`src/asp_pkg.sv`:
```
// constants, field layouts and types for the amplifier sync and supply reference scaling block
// assumes a single 25 MHz clock domain and an apb master for configuration
package asp_pkg;

	// register byte offsets
	localparam logic [7:0] ASP_OFS_CONFIG = 8'h00;
	localparam logic [7:0] ASP_OFS_PWR_DELAY = 8'h04;
	localparam logic [7:0] ASP_OFS_GAIN_CORR = 8'h08;
	localparam logic [7:0] ASP_OFS_STATUS = 8'h0C;
	localparam logic [7:0] ASP_OFS_RESULT = 8'h10;

	// status field positions
	localparam int ASP_ST_BUSY_BIT = 0;
	localparam int ASP_ST_DONE_BIT = 1;
	localparam int ASP_ST_READY_BIT = 2;

	// reference and channel selection codes
	localparam logic ASP_REF_PIN = 1'b0;
	localparam logic ASP_REF_SUPPLY = 1'b1;
	localparam logic [1:0] ASP_CH_DIFF = 2'b00;
	localparam logic [1:0] ASP_CH_SUPPLY_HALF = 2'b10;

	// conversion mode codes
	localparam logic [1:0] ASP_MODE_SAMPLE = 2'b00;
	localparam logic [1:0] ASP_MODE_BURST_AVG = 2'b10;

	// general output function codes
	localparam logic [2:0] ASP_FN_OFF = 3'b000;
	localparam logic [2:0] ASP_FN_AMP_EN = 3'b001;
	localparam logic [2:0] ASP_FN_READY = 3'b010;
	localparam logic [2:0] ASP_FN_LOW = 3'b011;
	localparam logic [2:0] ASP_FN_HIGH = 3'b110;

	// reset values
	localparam logic [15:0] ASP_CONFIG_RST = 16'h0000;
	localparam logic [15:0] ASP_PWR_DELAY_RST = 16'h0019;
	localparam logic [15:0] ASP_GAIN_UNITY = 16'h8000;

	// configuration word, msb first
	typedef struct packed {
		logic [2:0] avg_log2;
		logic [2:0] output_b_function;
		logic [2:0] output_a_function;
		logic scale_en;
		logic [1:0] conv_mode;
		logic [1:0] input_channel_select;
		logic data_format;
		logic ref_sel;
	} asp_cfg_t;

	// sequencer states
	typedef enum logic [1:0] {
		ASP_IDLE,
		ASP_POWER,
		ASP_WAIT
	} asp_state_t;

endpackage : asp_pkg

```
`src/asp_top.sv`:
```
// amplifier power sync sequencer, burst supply measurement and gain correction, apb registers
// assumes converter results arrive on conv_valid_i after each sample trigger, same clock
`timescale 1ns/10ps

module asp_top (
	// clock and reset
	input wire logic ref_clk_i,
	input wire logic rst_i,
	// apb slave
	input wire logic psel,
	input wire logic penable,
	input wire logic pwrite,
	input wire logic [7:0] paddr,
	input wire logic [31:0] pwdata,
	output logic [31:0] prdata,
	output logic pready,
	output logic pslverr,
	// converter side
	input wire logic convert_start_i,
	input wire logic conv_valid_i,
	input wire logic [15:0] conv_data_i,
	output logic sample_trigger_o,
	output logic ref_sel_o,
	output logic [1:0] input_channel_select_o,
	output logic data_format_o,
	// results
	output logic result_valid_o,
	output logic [15:0] result_o,
	// pins
	output logic amp_enable_out_o,
	output logic general_output_a_o,
	output logic general_output_b_o
);

	asp_pkg::asp_cfg_t cfg_r;
	asp_pkg::asp_state_t state_r;
	logic [15:0] pwr_delay_r;
	logic [15:0] delay_cnt_r;
	logic [15:0] supply_gain_correction_r;
	logic corr_done_r;
	logic ready_r;
	logic start_d_r;

	// apb decode
	wire apb_access = psel & penable & pready;
	wire apb_wr = apb_access & pwrite;
	wire sel_cfg = (paddr == asp_pkg::ASP_OFS_CONFIG);
	wire sel_dly = (paddr == asp_pkg::ASP_OFS_PWR_DELAY);
	wire sel_corr = (paddr == asp_pkg::ASP_OFS_GAIN_CORR);
	wire sel_st = (paddr == asp_pkg::ASP_OFS_STATUS);
	wire sel_res = (paddr == asp_pkg::ASP_OFS_RESULT);
	wire mapped = sel_cfg | sel_dly | sel_corr | sel_st | sel_res;
	wire wr_cfg = apb_wr & sel_cfg;
	wire wr_dly = apb_wr & sel_dly;
	wire clr_done = apb_wr & sel_st & pwdata[asp_pkg::ASP_ST_DONE_BIT];
	wire busy = (state_r != asp_pkg::ASP_IDLE);
	wire [31:0] status_word = {29'h0000_0000, ready_r, corr_done_r, busy};
	wire [31:0] rd_data = sel_cfg ? {16'h0000, cfg_r} :
		sel_dly ? {16'h0000, pwr_delay_r} :
		sel_corr ? {16'h0000, supply_gain_correction_r} :
		sel_st ? status_word :
		sel_res ? {16'h0000, result_o} : 32'h0000_0000;

	// burst unit wiring
	logic avg_last;
	logic avg_valid;
	logic [15:0] avg_data;

	// sequencer decode
	wire burst = (cfg_r.conv_mode == asp_pkg::ASP_MODE_BURST_AVG);
	wire start_edge = convert_start_i & ~start_d_r & ~busy;
	wire [16:0] delay_next = {1'b0, delay_cnt_r} + 17'h0_0001;
	wire delay_done = (delay_next >= {1'b0, pwr_delay_r});
	wire in_wait_valid = (state_r == asp_pkg::ASP_WAIT) & conv_valid_i;
	wire burst_more = in_wait_valid & burst & ~avg_last;
	wire sample_go = ((state_r == asp_pkg::ASP_POWER) & delay_done) | burst_more;

	// result path: single conversions direct, bursts via mean
	wire single_load = in_wait_valid & ~burst;
	wire res_load = single_load | avg_valid;
	wire [15:0] code_in = avg_valid ? avg_data : conv_data_i;
	wire [31:0] product = code_in * supply_gain_correction_r;
	wire [15:0] scaled = product[31] ? 16'hFFFF : product[30:15];
	wire [15:0] res_nxt = cfg_r.scale_en ? scaled : code_in;
	// correction factor equals mean half-supply burst code, loaded whichever reference ref_sel selects
	wire corr_load = avg_valid & (cfg_r.input_channel_select == asp_pkg::ASP_CH_SUPPLY_HALF);

	// general output selection
	wire [2:0] fn_a = cfg_r.output_a_function;
	wire [2:0] fn_b = cfg_r.output_b_function;
	wire out_a_nxt = (fn_a == asp_pkg::ASP_FN_AMP_EN) ? amp_enable_out_o :
		(fn_a == asp_pkg::ASP_FN_READY) ? ready_r :
		(fn_a == asp_pkg::ASP_FN_HIGH);
	wire out_b_nxt = (fn_b == asp_pkg::ASP_FN_AMP_EN) ? amp_enable_out_o :
		(fn_b == asp_pkg::ASP_FN_READY) ? ready_r :
		(fn_b == asp_pkg::ASP_FN_HIGH);

	asp_burst_avg u_avg (
		.ref_clk_i(ref_clk_i),
		.rst_i(rst_i),
		.clear_i(start_edge),
		.log2_i(cfg_r.avg_log2),
		.sample_i(in_wait_valid & burst),
		.data_i(conv_data_i),
		.last_o(avg_last),
		.avg_valid_o(avg_valid),
		.avg_o(avg_data)
	);

	// apb handshake, one wait state so prdata can be a flop
	always_ff @(posedge ref_clk_i or posedge rst_i) begin
		if (rst_i) begin
			pready <= 1'b0;
			pslverr <= 1'b0;
			prdata <= 32'h0000_0000;
		end else begin
			pready <= psel & penable & ~pready;
			pslverr <= psel & penable & ~pready & ~mapped;
			prdata <= (psel & penable & ~pready & ~pwrite) ? rd_data : 32'h0000_0000;
		end
	end

	always_ff @(posedge ref_clk_i or posedge rst_i) begin
		if (rst_i) begin
			cfg_r <= asp_pkg::ASP_CONFIG_RST;
			pwr_delay_r <= asp_pkg::ASP_PWR_DELAY_RST;
		end else begin
			if (wr_cfg) cfg_r <= pwdata[15:0];
			if (wr_dly) pwr_delay_r <= pwdata[15:0];
		end
	end

	// selection outputs follow config directly
	assign ref_sel_o = cfg_r.ref_sel;
	assign input_channel_select_o = cfg_r.input_channel_select;
	assign data_format_o = cfg_r.data_format;

	always_ff @(posedge ref_clk_i or posedge rst_i) begin
		if (rst_i) begin
			state_r <= asp_pkg::ASP_IDLE;
			delay_cnt_r <= 16'h0000;
			amp_enable_out_o <= 1'b0;
			sample_trigger_o <= 1'b0;
			start_d_r <= 1'b0;
		end else begin
			start_d_r <= convert_start_i;
			sample_trigger_o <= sample_go;
			case (state_r)
				asp_pkg::ASP_IDLE: begin
					delay_cnt_r <= 16'h0000;
					if (start_edge) begin
						state_r <= asp_pkg::ASP_POWER;
						amp_enable_out_o <= 1'b1;
					end
				end
				asp_pkg::ASP_POWER: begin
					delay_cnt_r <= delay_next[15:0];
					if (delay_done) begin
						state_r <= asp_pkg::ASP_WAIT;
						amp_enable_out_o <= 1'b0;
					end
				end
				asp_pkg::ASP_WAIT: begin
					if (in_wait_valid & ~burst_more) state_r <= asp_pkg::ASP_IDLE;
				end
				default: begin
					state_r <= asp_pkg::ASP_IDLE;
					amp_enable_out_o <= 1'b0;
				end
			endcase
		end
	end

	always_ff @(posedge ref_clk_i or posedge rst_i) begin
		if (rst_i) begin
			supply_gain_correction_r <= asp_pkg::ASP_GAIN_UNITY;
			result_o <= 16'h0000;
			result_valid_o <= 1'b0;
		end else begin
			result_valid_o <= res_load;
			if (res_load) result_o <= res_nxt;
			if (corr_load) supply_gain_correction_r <= avg_data;
		end
	end

	// sticky flags, a set in the clearing cycle wins
	always_ff @(posedge ref_clk_i or posedge rst_i) begin
		if (rst_i) begin
			corr_done_r <= 1'b0;
			ready_r <= 1'b0;
		end else begin
			corr_done_r <= corr_load | (corr_done_r & ~clr_done);
			ready_r <= res_load | (ready_r & ~start_edge);
		end
	end

	always_ff @(posedge ref_clk_i or posedge rst_i) begin
		if (rst_i) begin
			general_output_a_o <= 1'b0;
			general_output_b_o <= 1'b0;
		end else begin
			general_output_a_o <= out_a_nxt;
			general_output_b_o <= out_b_nxt;
		end
	end
endmodule : asp_top

```
`src/asp_burst_avg.sv`:
```
// burst accumulator: sums 2^n converter results and presents their mean
// assumes clear_i precedes each burst and sample_i is a one-cycle pulse per result
`timescale 1ns/10ps
module asp_burst_avg (
	// clock and reset
	input wire logic ref_clk_i,
	input wire logic rst_i,
	// control
	input wire logic clear_i,
	input wire logic [2:0] log2_i,
	// samples in
	input wire logic sample_i,
	input wire logic [15:0] data_i,
	// averaged result
	output logic last_o,
	output logic avg_valid_o,
	output logic [15:0] avg_o
);

	logic [22:0] acc_r;
	logic [7:0] cnt_r;
	logic [22:0] sum_nxt;
	logic [22:0] mean_nxt;
	logic [7:0] target;

	// mean by shift, so no divider is needed; length is a power of two
	assign target = 8'((9'h001 << log2_i) - 9'h001);
	assign last_o = (cnt_r == target);
	assign sum_nxt = acc_r + {7'h00, data_i};
	assign mean_nxt = sum_nxt >> log2_i;

	// accumulate one burst
	always_ff @(posedge ref_clk_i or posedge rst_i) begin
		if (rst_i) begin
			acc_r <= '0;
			cnt_r <= '0;
			avg_valid_o <= 1'b0;
			avg_o <= 16'h0000;
		end else begin
			avg_valid_o <= 1'b0;
			if (clear_i) begin
				acc_r <= '0;
				cnt_r <= '0;
			end else if (sample_i) begin
				acc_r <= last_o ? '0 : sum_nxt;
				cnt_r <= last_o ? 8'h00 : cnt_r + 8'h01;
				if (last_o) begin
					avg_valid_o <= 1'b1;
					avg_o <= mean_nxt[15:0];
				end
			end
		end
	end

endmodule : asp_burst_avg

```
`config.mk`:
```
export PLATFORM = sky130hd
export DESIGN_NAME = asp_top
export DESIGN_NICKNAME = d
export VERILOG_FILES = /design/src/asp_pkg.sv /design/src/asp_top.sv /design/src/asp_burst_avg.sv
export SDC_FILE = /design/constraint.sdc
export NUM_CORES = 1
export LEC_CHECK = 0
export BUFFER_PORTS_ARGS = -buffer_cell sky130_fd_sc_hd__buf_4
export CORE_MARGIN = 5
export CORE_UTILIZATION = 28
export CTS_CLUSTER_DIAMETER = 30
export DETAILED_ROUTE_END_ITERATION = 10
export GPL_TIMING_DRIVEN = 1
export SKIP_CTS_REPAIR_TIMING = 1
export SLEW_MARGIN = 20
export SYNTH_ARGS = -nofsm -noshare
export SYNTH_HDL_FRONTEND = slang
export SYNTH_SLANG_ARGS = --single-unit
```
`constraint.sdc`:
```
create_clock -name ref_clk_i -period 8.3 [get_ports ref_clk_i]
set_input_delay 0.415 -clock ref_clk_i [delete_from_list [all_inputs] [get_ports ref_clk_i]]
set_output_delay 0.415 -clock ref_clk_i [all_outputs]
set_load 0.05 [all_outputs]
```
Yosys cells after proc, flatten, opt, wreduce, memory -nomap -nowiden. Index checks and enable logic that the tools add are counted.

Memory bits (read-only): 0. Output and inout bits: 59. Memory bits (writable): 0. Register bits: 156. Logic and storage cells: 132. Bits in latches: 0. Input port bits: 63. Memories kept: 0.

Multiply operators: 1. Reductions and logical operators: 8. $add $sub $neg: 4. Shifts and indexed selects: 2. Multiplexer cells: 30. Bitwise gates (word level): 40. Div/mod/pow operators: 0. Order comparisons: 1. Eq/ne operators: 18.

Operators by type and width (number): 2-to-1 mux 16 bit (9); 2-to-1 mux 23 bit (3); multiplier 16 x 16 -> 32 bit (1); case mux 16 bit (2 select lines) (1); 2-to-1 mux 8 bit (3); adder 23 x 16 -> 23 bit (1); >> shifter 23 x 3 -> 16 bit (1); AND 1 bit (21); adder 16 x 1 -> 17 bit (second input constant) (1); >= comparator 17 x 16 -> 1 bit (1); == test 8 x 4 -> 1 bit (second input constant) (2); NOT 1 bit (11); 2-to-1 mux 1 bit (9); AND reduction 3 bit (3); adder 8 x 1 -> 8 bit (second input constant) (1); == test 8 x 3 -> 1 bit (second input constant) (1); == test 8 x 5 -> 1 bit (second input constant) (1); == test 8 bit (1); zero test 8 bit (1); OR 1 bit (8); << shifter 1 x 3 -> 8 bit (first input constant) (1); subtractor 8 x 1 -> 8 bit (second input constant) (1); == test 2 bit (second input constant) (3); == test 3 x 1 -> 1 bit (second input constant) (2); other kinds (10) (17).

Logic depth before layout (Yosys ltp). Gate-level depths: netlist of the first run.

Depth in word-level cells: 9. Depth in mapped cells: 27. Depth with buffers taken out: 25.

Hierarchy. From an unflattened synthesis of the first run, not the netlist that was laid out.

Cell total of the unflattened synthesis: 1960. Area, all modules: 17778.3 um^2.

By module, submodules not included: asp_top (times used 1, cells an instance 1485, seq. area each 2707.6 um^2, area each 13799.5 um^2); asp_burst_avg (times used 1, cells an instance 475, seq. area each 1201.2 um^2, area each 3978.8 um^2).

Least setup slack after synthesis of the first run. OpenSTA, ideal clock, no wires.

Path kind: reg2reg. Start point: reg u_avg.avg_valid_o. End point: reg result_o[1]. Setup time: 0.083 ns. Cell stages (with the launch flop): 26. Required time: 8.217 ns. Clock period less this slack: 6.990 ns. Data arrival time: 6.907 ns. Path slack: 1.310 ns. Buffers on the path: 4. Path through: dfrtp_1 clkbuf_1 buf_1 mux2_2 clkbuf_1 nand2_1 fa_1 inv_1 fa_1 fa_1 fa_1 fa_1 inv_1 fa_1 inv_1 ha_1 a21oi_1 o211ai_1 a22oi_1 o211ai_2 a21oi_1 nor4_1 nor2_1 buf_2 o22ai_1 o21ai_0.

Cells in the longest elaborated chain, start to end: 4. Elaborated cells between the ends (all ways): 5. Classes of those cells: 1 x mul; 3 x mux; 1 x bitwise.

RTL lines: start: declaration (line asp_burst_avg.sv:16) `output logic avg_valid_o,`; start signal: assignment (line asp_burst_avg.sv:37) `avg_valid_o <= 1'b0;`; start signal: assignment (line asp_burst_avg.sv:40) `avg_valid_o <= 1'b0;`; start signal: assignment (line asp_burst_avg.sv:48) `avg_valid_o <= 1'b1;`; 2-to-1 mux 16 bit (line asp_top.sv:81) `wire [15:0] code_in = avg_valid ? avg_data : conv_data_i;`; multiplier 16 x 16 -> 32 bit (line asp_top.sv:82) `wire [31:0] product = code_in * supply_gain_correction_r;`; 2-to-1 mux 16 bit (line asp_top.sv:83) `wire [15:0] scaled = product[31] ? 16'hFFFF : product[30:15];`; 2-to-1 mux 16 bit (line asp_top.sv:84) `wire [15:0] res_nxt = cfg_r.scale_en ? scaled : code_in;`; end signal: assignment (line asp_top.sv:181) `if (res_load) result_o <= res_nxt;`; end: declaration (line asp_top.sv:28) `output logic [15:0] result_o,`.

Parallel ways exist; a longest one is shown, timed or not. A chain may end at the register's enable or synchronous reset.

Final worst setup path of the first run.
Start point: reg u_avg.avg_valid_o. End point: reg result_o[8].

The elaborated chain is that of the path after synthesis.

==> results.yml, run 1 <==
outcome:
  result_of_the_run: "complete, no violations"
grt:
  use_met1: 0.206
  grt_util_met3: 0.0382
  grt_first_pass_wirelength_um: 79100
  number_of_global_route_vias_before_repair: 14000
  grt.met2_usage: 0.235
  antenna_violations_before_repair: 2
  grt_busiest_layer: "met2"
  grt_max_degree: 84
  gr-total-overflow: 0
  groute.usage.overall: 0.149
die:
  initial_utilization: 0.284
  top_level_ports: 122
  die_y_extent_um: 258
  area_of_the_placeable_core_sq_um: 60600
  die-area_sq_um: 66500
  die_width_um: 258
  std_cell_rows: 90
drt:
  antenna_nets_post_route: 0
  dr.first_iter.drc_count: 845
  dr_total_vias: 13400
  drtPass1Iterations: 6
  wire_per_inst_um: 18.6
  post-route-drc-count: 0
  average_vias_per_placed_instance: 5.00
  route.final.wire_length_um: 50000
power_and_ir_drop:
  max-vdd-ir-drop_mv: 0.145
  power.static_leakage_nw: 9.40
  total_power_mw: 2.26
  powerDensity_nw_per_um2: 118
setup_path:
  ff2ff_path_depth: 23
  setup.worst_path.end_class: "register"
  critPathLaunchType: "register"
  critPathMaxFanout: 21
  cp_data_required_time_ps: 8630
  timing_worst_setup_path_type: "register to register"
  worstPathArrival_ps: 8210
cts:
  cts.reportedPaths.clkPinSlew_ps: 70
  clock_latency_ps: 460
  number_of_h_tree_branching_levels: 4
  cts.path.max_buffers: 2
  cts_sinks: 156
  clk_tree_root_cell: "sky130_fd_sc_hd__clkbuf_16"
  tritoncts: "built"
  cts-buffers-inserted: 17
finish:
  layout-drive-gt1-share: 0.126
  final_net_count: 2287
  ant_diodes: 0
  final_cell_count_no_fill: 2689
  area_growth_syn_to_layout_pct: 11.8
logic_synthesis:
  synth-seq-cells: 156
  postSynth.asyncResetShare: 1.00
  post_synth.cell_area_avg_sq_um: 9.31
  yosysSeqAreaShare: 0.227
  synth_warnings: 0
  synthFlopType: "sky130_fd_sc_hd__dfrtp_1"
  cell_area_after_technology_mapping_sq_um: 17200
  syn_inst: 1848
  yosysUniqueCellTypes: 76
  synth_enable_flop_cells: 0
sta:
  timing_max_transition_violations_final: 0
  setup_viol_count_final: 0
  slew_headroom: 0.307
  finClkSkew_ps: 21.8
  finalHoldViolCount: 0
  unrepaired_setup_endpoints_after_global_routing: "no"
  worst-slew-pin-transition_ps: 1040
  final.period_utilization: 0.949
  final_period_demand_of_the_worst_path_ps: 7880
  finalSetupTns_ps: 0
  max_frequency_ghz: 0.127
min_path:
  timing.hold.worst_path_depth: 1
  timing.hold.worst.class: "primary input to register"
place:
  routability_congestion_estimate: 0.898
  dpl.hpwl_um: 38800
  port_buffers: 89
  placed_cells_incl_taps: 2657
flow_run:
  drv.max_cap_violation_count: 0
==> cell usage after synthesis, types with 8 or more instances <==
| master | count | area (sq um) |
|---|---|---|
| sky130_fd_sc_hd__inv_1 | 261 | 980 |
| sky130_fd_sc_hd__nand2_1 | 253 | 950 |
| sky130_fd_sc_hd__fa_1 | 194 | 3880 |
| sky130_fd_sc_hd__dfrtp_1 | 152 | 3800 |
| sky130_fd_sc_hd__ha_1 | 136 | 1700 |
| sky130_fd_sc_hd__and2_1 | 118 | 738 |
| sky130_fd_sc_hd__o21ai_0 | 84 | 420 |
| sky130_fd_sc_hd__clkbuf_1 | 67 | 251 |
| sky130_fd_sc_hd__nor2_1 | 65 | 244 |
| sky130_fd_sc_hd__a21oi_1 | 62 | 310 |
| sky130_fd_sc_hd__mux2_2 | 61 | 687 |
| sky130_fd_sc_hd__xnor2_1 | 33 | 289 |
| sky130_fd_sc_hd__a21o_1 | 25 | 188 |
| sky130_fd_sc_hd__xor2_1 | 25 | 219 |
| sky130_fd_sc_hd__mux2i_1 | 22 | 220 |
| sky130_fd_sc_hd__nand3_1 | 22 | 110 |
| sky130_fd_sc_hd__a22o_1 | 18 | 158 |
| sky130_fd_sc_hd__buf_4 | 18 | 135 |
| sky130_fd_sc_hd__o22ai_1 | 17 | 106 |
| sky130_fd_sc_hd__and3_1 | 15 | 93.8 |
| sky130_fd_sc_hd__nor2b_1 | 15 | 93.8 |
| sky130_fd_sc_hd__o31ai_1 | 15 | 113 |
| sky130_fd_sc_hd__a222oi_1 | 12 | 120 |
| sky130_fd_sc_hd__nor3_1 | 11 | 55.1 |
| sky130_fd_sc_hd__a211oi_1 | 10 | 75.1 |
| sky130_fd_sc_hd__buf_1 | 10 | 37.5 |
| sky130_fd_sc_hd__mux4_2 | 9 | 203 |
| sky130_fd_sc_hd__nand2b_1 | 8 | 50.1 |
==> path summary, 6_finish.rpt <==
check | startpoint | endpoint | slack (ps)
max | u_avg.avg_valid_o | result_o[8] | 420
min | convert_start_i | start_d_r | 90
max reg2reg | u_avg.avg_valid_o | result_o[8] | 420
min reg2reg | u_avg.cnt_r[7] | u_avg.cnt_r[7] | 470
max in group asynchronous | rst_i | pslverr | 6680
min in group asynchronous | rst_i | u_avg.cnt_r[3] | 130
==> where the power goes <==
part | switching [mW] | total (mW) | internal (mW)
combinational | 0.391 | 0.548 | 0.157
sequential | 0.0934 | 0.906 | 0.812
clock | 0.382 | 0.808 | 0.427
==> cells by family after synthesis <==
kind of cell	after synthesis	share of synthesized area
AO/OA/AOI/OAI	298	0.117
other	1	0.000218
AND/OR/NAND/NOR	547	0.152
XOR/XNOR	58	0.0295
flip-flops	156	0.227
buffers and inverters	365	0.0840
adder cells (fa/ha/maj)	330	0.325
multiplexers	93	0.0654
==> placed cells by master (no fill, tap or decap), drive strengths merged, types with 4 or more instances in the layout <==
| cell type | n |
|---|---|
| inv | 269 |
| nand2 | 253 |
| fa | 194 |
| dfrtp | 152 |
| ha | 136 |
| and2 | 122 |
| buf | 113 |
| o21ai | 86 |
| nor2 | 66 |
| a21oi | 64 |
| mux2 | 62 |
| xnor2 | 33 |
| a21o | 26 |
| xor2 | 25 |
| nand3 | 23 |
| mux2i | 22 |
| a22o | 18 |
| clkbuf | 18 |
| o22ai | 17 |
| conb | 16 |
| and3 | 15 |
| o31ai | 15 |
| nor2b | 15 |
| a222oi | 12 |
| nor3 | 11 |
| a211oi | 11 |
| mux4 | 9 |
| nand2b | 8 |
| o211ai | 8 |
| nand4 | 7 |
| or3 | 7 |
| clkinv | 7 |
| nor4 | 6 |
| a221oi | 6 |
| a22oi | 5 |
| a31oi | 5 |
| dfstp | 4 |
| a21boi | 4 |
==> flip-flops by register name, summed over array words and instances, names as in the netlist, 2 cells and up <==
signal and count:
cfg_r 6, result_o 16, delay_cnt_r 16, pwr_delay_r 16
u_avg.acc_r 23, input_channel_select_o 2, prdata 16, u_avg.avg_o 16
fn_b 3, supply_gain_correction_r 16, state_r 2, u_avg.cnt_r 8
fn_a 3
==> stage by stage <==
step                      hold WS [ps]  instance area [sq um]   util  setup WS (ps)
after detailed placement           472                  18600  0.308            484
final                             85.4                  19200  0.317            424
after floorplan                    437                  17300      -           1310
after global routing              69.8                  19200  0.317           31.2
after CTS                         66.7                  19200  0.317            460
after global placement             473                  18600  0.308            525
==> layout make-up <==
type,count,area (sq um)
fill,6278,41400
multi-input combinational,1342,11900
sequential,156,3910
inverter,264,996
tap,782,978
timing repair buffer,113,848
clock buffer,18,429
clock inverter,14,154
==> critical path, cell delays in order (launching register included) <==
cell and delay, ps:
sky130_fd_sc_hd__dfrtp_1 960, sky130_fd_sc_hd__mux2_2 650, sky130_fd_sc_hd__and2_1 280, sky130_fd_sc_hd__fa_1 540, sky130_fd_sc_hd__inv_1 50, sky130_fd_sc_hd__fa_1 480
sky130_fd_sc_hd__inv_1 50, sky130_fd_sc_hd__fa_1 490, sky130_fd_sc_hd__fa_1 520, sky130_fd_sc_hd__fa_1 500, sky130_fd_sc_hd__inv_1 60, sky130_fd_sc_hd__fa_1 570
sky130_fd_sc_hd__inv_1 50, sky130_fd_sc_hd__ha_1 340, sky130_fd_sc_hd__nand4_1 130, sky130_fd_sc_hd__nor2_1 210, sky130_fd_sc_hd__nand3_1 120, sky130_fd_sc_hd__o211ai_2 330
sky130_fd_sc_hd__a21oi_1 260, sky130_fd_sc_hd__nor4_1 370, sky130_fd_sc_hd__nor2_1 190, sky130_fd_sc_hd__buf_4 220, sky130_fd_sc_hd__o22ai_1 260, sky130_fd_sc_hd__o21ai_0 110
==> metal layers <==
layer  part of all wire  vias up
li1                   -     6117
met1               0.45     6841
met2               0.45      415
met3              0.072       72
met4              0.023        2
met5            0.00026        -
Note: power is estimated with default switching activity, not from simulation.
==> run 2: changes to the inputs <==
==> constraint.sdc (replaced) <==
create_clock -name ref_clk_i -period 6.97 [get_ports ref_clk_i]
set_input_delay 0.3485 -clock ref_clk_i [delete_from_list [all_inputs] [get_ports ref_clk_i]]
set_output_delay 0.3485 -clock ref_clk_i [all_outputs]
set_load 0.05 [all_outputs]
==> results.yml, run 2 (synthesis results as in run 1) <==
place:
  placed_cells_incl_taps: 2702
  port_buffers: 89
  routability_congestion_estimate: 0.904
  detailedPlace.worstSlack_ps: 36.3
  placement.cell_area_sq_um: 19000
  dpl.hpwl_um: 40000
min_path:
  timing.hold.worst_path_depth: 1
  timing.hold.worst.class: "primary input to register"
finish:
  final_cell_count_no_fill: 2737
  largest_register: "u_avg.acc_r"
  ant_diodes: 0
  area_growth_syn_to_layout_pct: 15.0
  layout-drive-gt1-share: 0.158
  largest_register_ffs: 23
  final_net_count: 2335
  layout_common_cells: "260 x sky130_fd_sc_hd__inv_1, 253 x sky130_fd_sc_hd__nand2_1, 193 x sky130_fd_sc_hd__fa_1"
  final_common_cell: "sky130_fd_sc_hd__inv_1"
  final_area_sq_um: 19800
sta:
  worst-slew-pin-transition_ps: 1060
  max_frequency_ghz: 0.150
  setup_viol_count_final: 0
  finClkSkew_ps: 20.5
  final_period_demand_of_the_worst_path_ps: 6690
  finalHoldViolCount: 0
  slew_headroom: 0.286
  final.period_utilization: 0.959
  timing_max_transition_violations_final: 0
  fin_ws_ps: 283
grt:
  grt_first_pass_wirelength_um: 79000
  groute.usage.overall: 0.148
  gr-total-overflow: 0
  grt_max_degree: 88
  number_of_global_route_vias_before_repair: 14100
  antenna_violations_before_repair: 2
cts:
  number_of_h_tree_branching_levels: 4
  cts-buffers-inserted: 17
  tritoncts: "built"
  cts.reportedPaths.clkPinSlew_ps: 80
  clock_latency_ps: 460
  clk_tree_root_cell: "sky130_fd_sc_hd__clkbuf_16"
  cts.path.max_buffers: 2
  cts_sinks: 156
drt:
  post-route-drc-count: 0
  dr_total_vias: 13600
  average_vias_per_placed_instance: 4.96
  antenna_nets_post_route: 0
  drtPass1Iterations: 6
  dr.first_iter.drc_count: 847
  wire_per_inst_um: 18.1
  route.final.wire_length_um: 49500
power_and_ir_drop:
  netSwitchingFraction: 0.371
  sequential_cell_fraction_of_total_power: 0.414
  cell_internal_pwr_mw: 1.67
  power.static_leakage_nw: 9.68
  pwr-share-comb: 0.244
  p_clk_frac: 0.342
  max-vdd-ir-drop_mv: 0.134
  netSwitchingPower_mw: 0.985
  powerDensity_nw_per_um2: 134
flow_run:
  drv.max_cap_violation_count: 0
setup_path:
  setup.worst_path.end_class: "register"
  cp_data_required_time_ps: 7300
  ff2ff_path_depth: 25
  critPathMaxFanout: 10
  worstPathArrival_ps: 7020
  timing_worst_setup_path_type: "register to register"
  critPathLaunchType: "register"
die:
  die-area_sq_um: 66500
  area_of_the_placeable_core_sq_um: 60600
  die_width_um: 258
  std_cell_rows: 90
  top_level_ports: 122
  die_y_extent_um: 258
  initial_utilization: 0.284
outcome:
  result_of_the_run: "complete, no violations"
-- run 2: power by group through the flow --
stage                     Clock (mW)  Sequential [mW]  Combinational (mW)
after CTS                      0.928             1.10               0.646
after global routing           0.961             1.10               0.696
after global placement             0             1.11               0.634
after floorplan                    0             1.20               0.255
after detailed placement           0             1.11               0.643
final                          0.908             1.10               0.647
-- run 2: through the flow --
stage / hold slack (ps) / setup TNS (ps) / util / power, mW
floorplan: 380 / 0 / - / 1.46
global placement: 472 / 0 / 0.314 / 1.75
detailed placement: 476 / 0 / 0.314 / 1.76
CTS: 7.99 / 0 / 0.323 / 2.67
global route: 6.14 / -18.5 / 0.327 / 2.76
finish: 19.4 / 0 / 0.327 / 2.65
-- run 2: cell type report --
| cell class | count | area (sq um) |
|---|---|---|
| Clock buffer | 21 | 450 |
| Clock inverter | 11 | 93.8 |
| Fill cell | 6250 | 40800 |
| Inverter | 264 | 996 |
| Multi-Input combinational cell | 1342 | 12100 |
| Sequential cell | 156 | 3910 |
| Tap cell | 782 | 978 |
| Timing Repair Buffer | 161 | 1270 |
-- run 2: critical path, cell delays in order, from the launching register on --
cell and delay (ps):
sky130_fd_sc_hd__dfrtp_2 440, sky130_fd_sc_hd__buf_12 160, sky130_fd_sc_hd__mux2_4 340, sky130_fd_sc_hd__buf_4 160
sky130_fd_sc_hd__and2_1 160, sky130_fd_sc_hd__fa_1 490, sky130_fd_sc_hd__inv_1 60, sky130_fd_sc_hd__fa_1 450
sky130_fd_sc_hd__fa_1 470, sky130_fd_sc_hd__fa_1 490, sky130_fd_sc_hd__inv_1 60, sky130_fd_sc_hd__fa_1 520
sky130_fd_sc_hd__inv_1 50, sky130_fd_sc_hd__fa_1 540, sky130_fd_sc_hd__inv_1 40, sky130_fd_sc_hd__ha_1 310
sky130_fd_sc_hd__a21oi_1 100, sky130_fd_sc_hd__a21oi_2 180, sky130_fd_sc_hd__nand3_1 110, sky130_fd_sc_hd__o211ai_2 220
sky130_fd_sc_hd__a21oi_2 90, sky130_fd_sc_hd__buf_4 150, sky130_fd_sc_hd__nor4_4 330, sky130_fd_sc_hd__nor2_4 80
sky130_fd_sc_hd__nor4_1 370, sky130_fd_sc_hd__o21ai_0 160
-- run 2: final timing paths --
kind | start | endpoint | slack, ps
setup / recovery | u_avg.avg_valid_o | result_o[14] | 280
hold / removal | convert_start_i | start_d_r | 20
setup reg to reg | u_avg.avg_valid_o | result_o[14] | 280
hold reg to reg | u_avg.cnt_r[7] | u_avg.cnt_r[7] | 490
max in group asynchronous | rst_i | u_avg.avg_valid_o | 5360
min in group asynchronous | rst_i | u_avg.acc_r[18] | 80
-- run 2: per-layer routing --
layer  global-route usage  part of all wire
met5                    0                 0
met4               0.0400             0.029
met3               0.0293             0.062
met2                0.240              0.46
met1                0.203              0.45
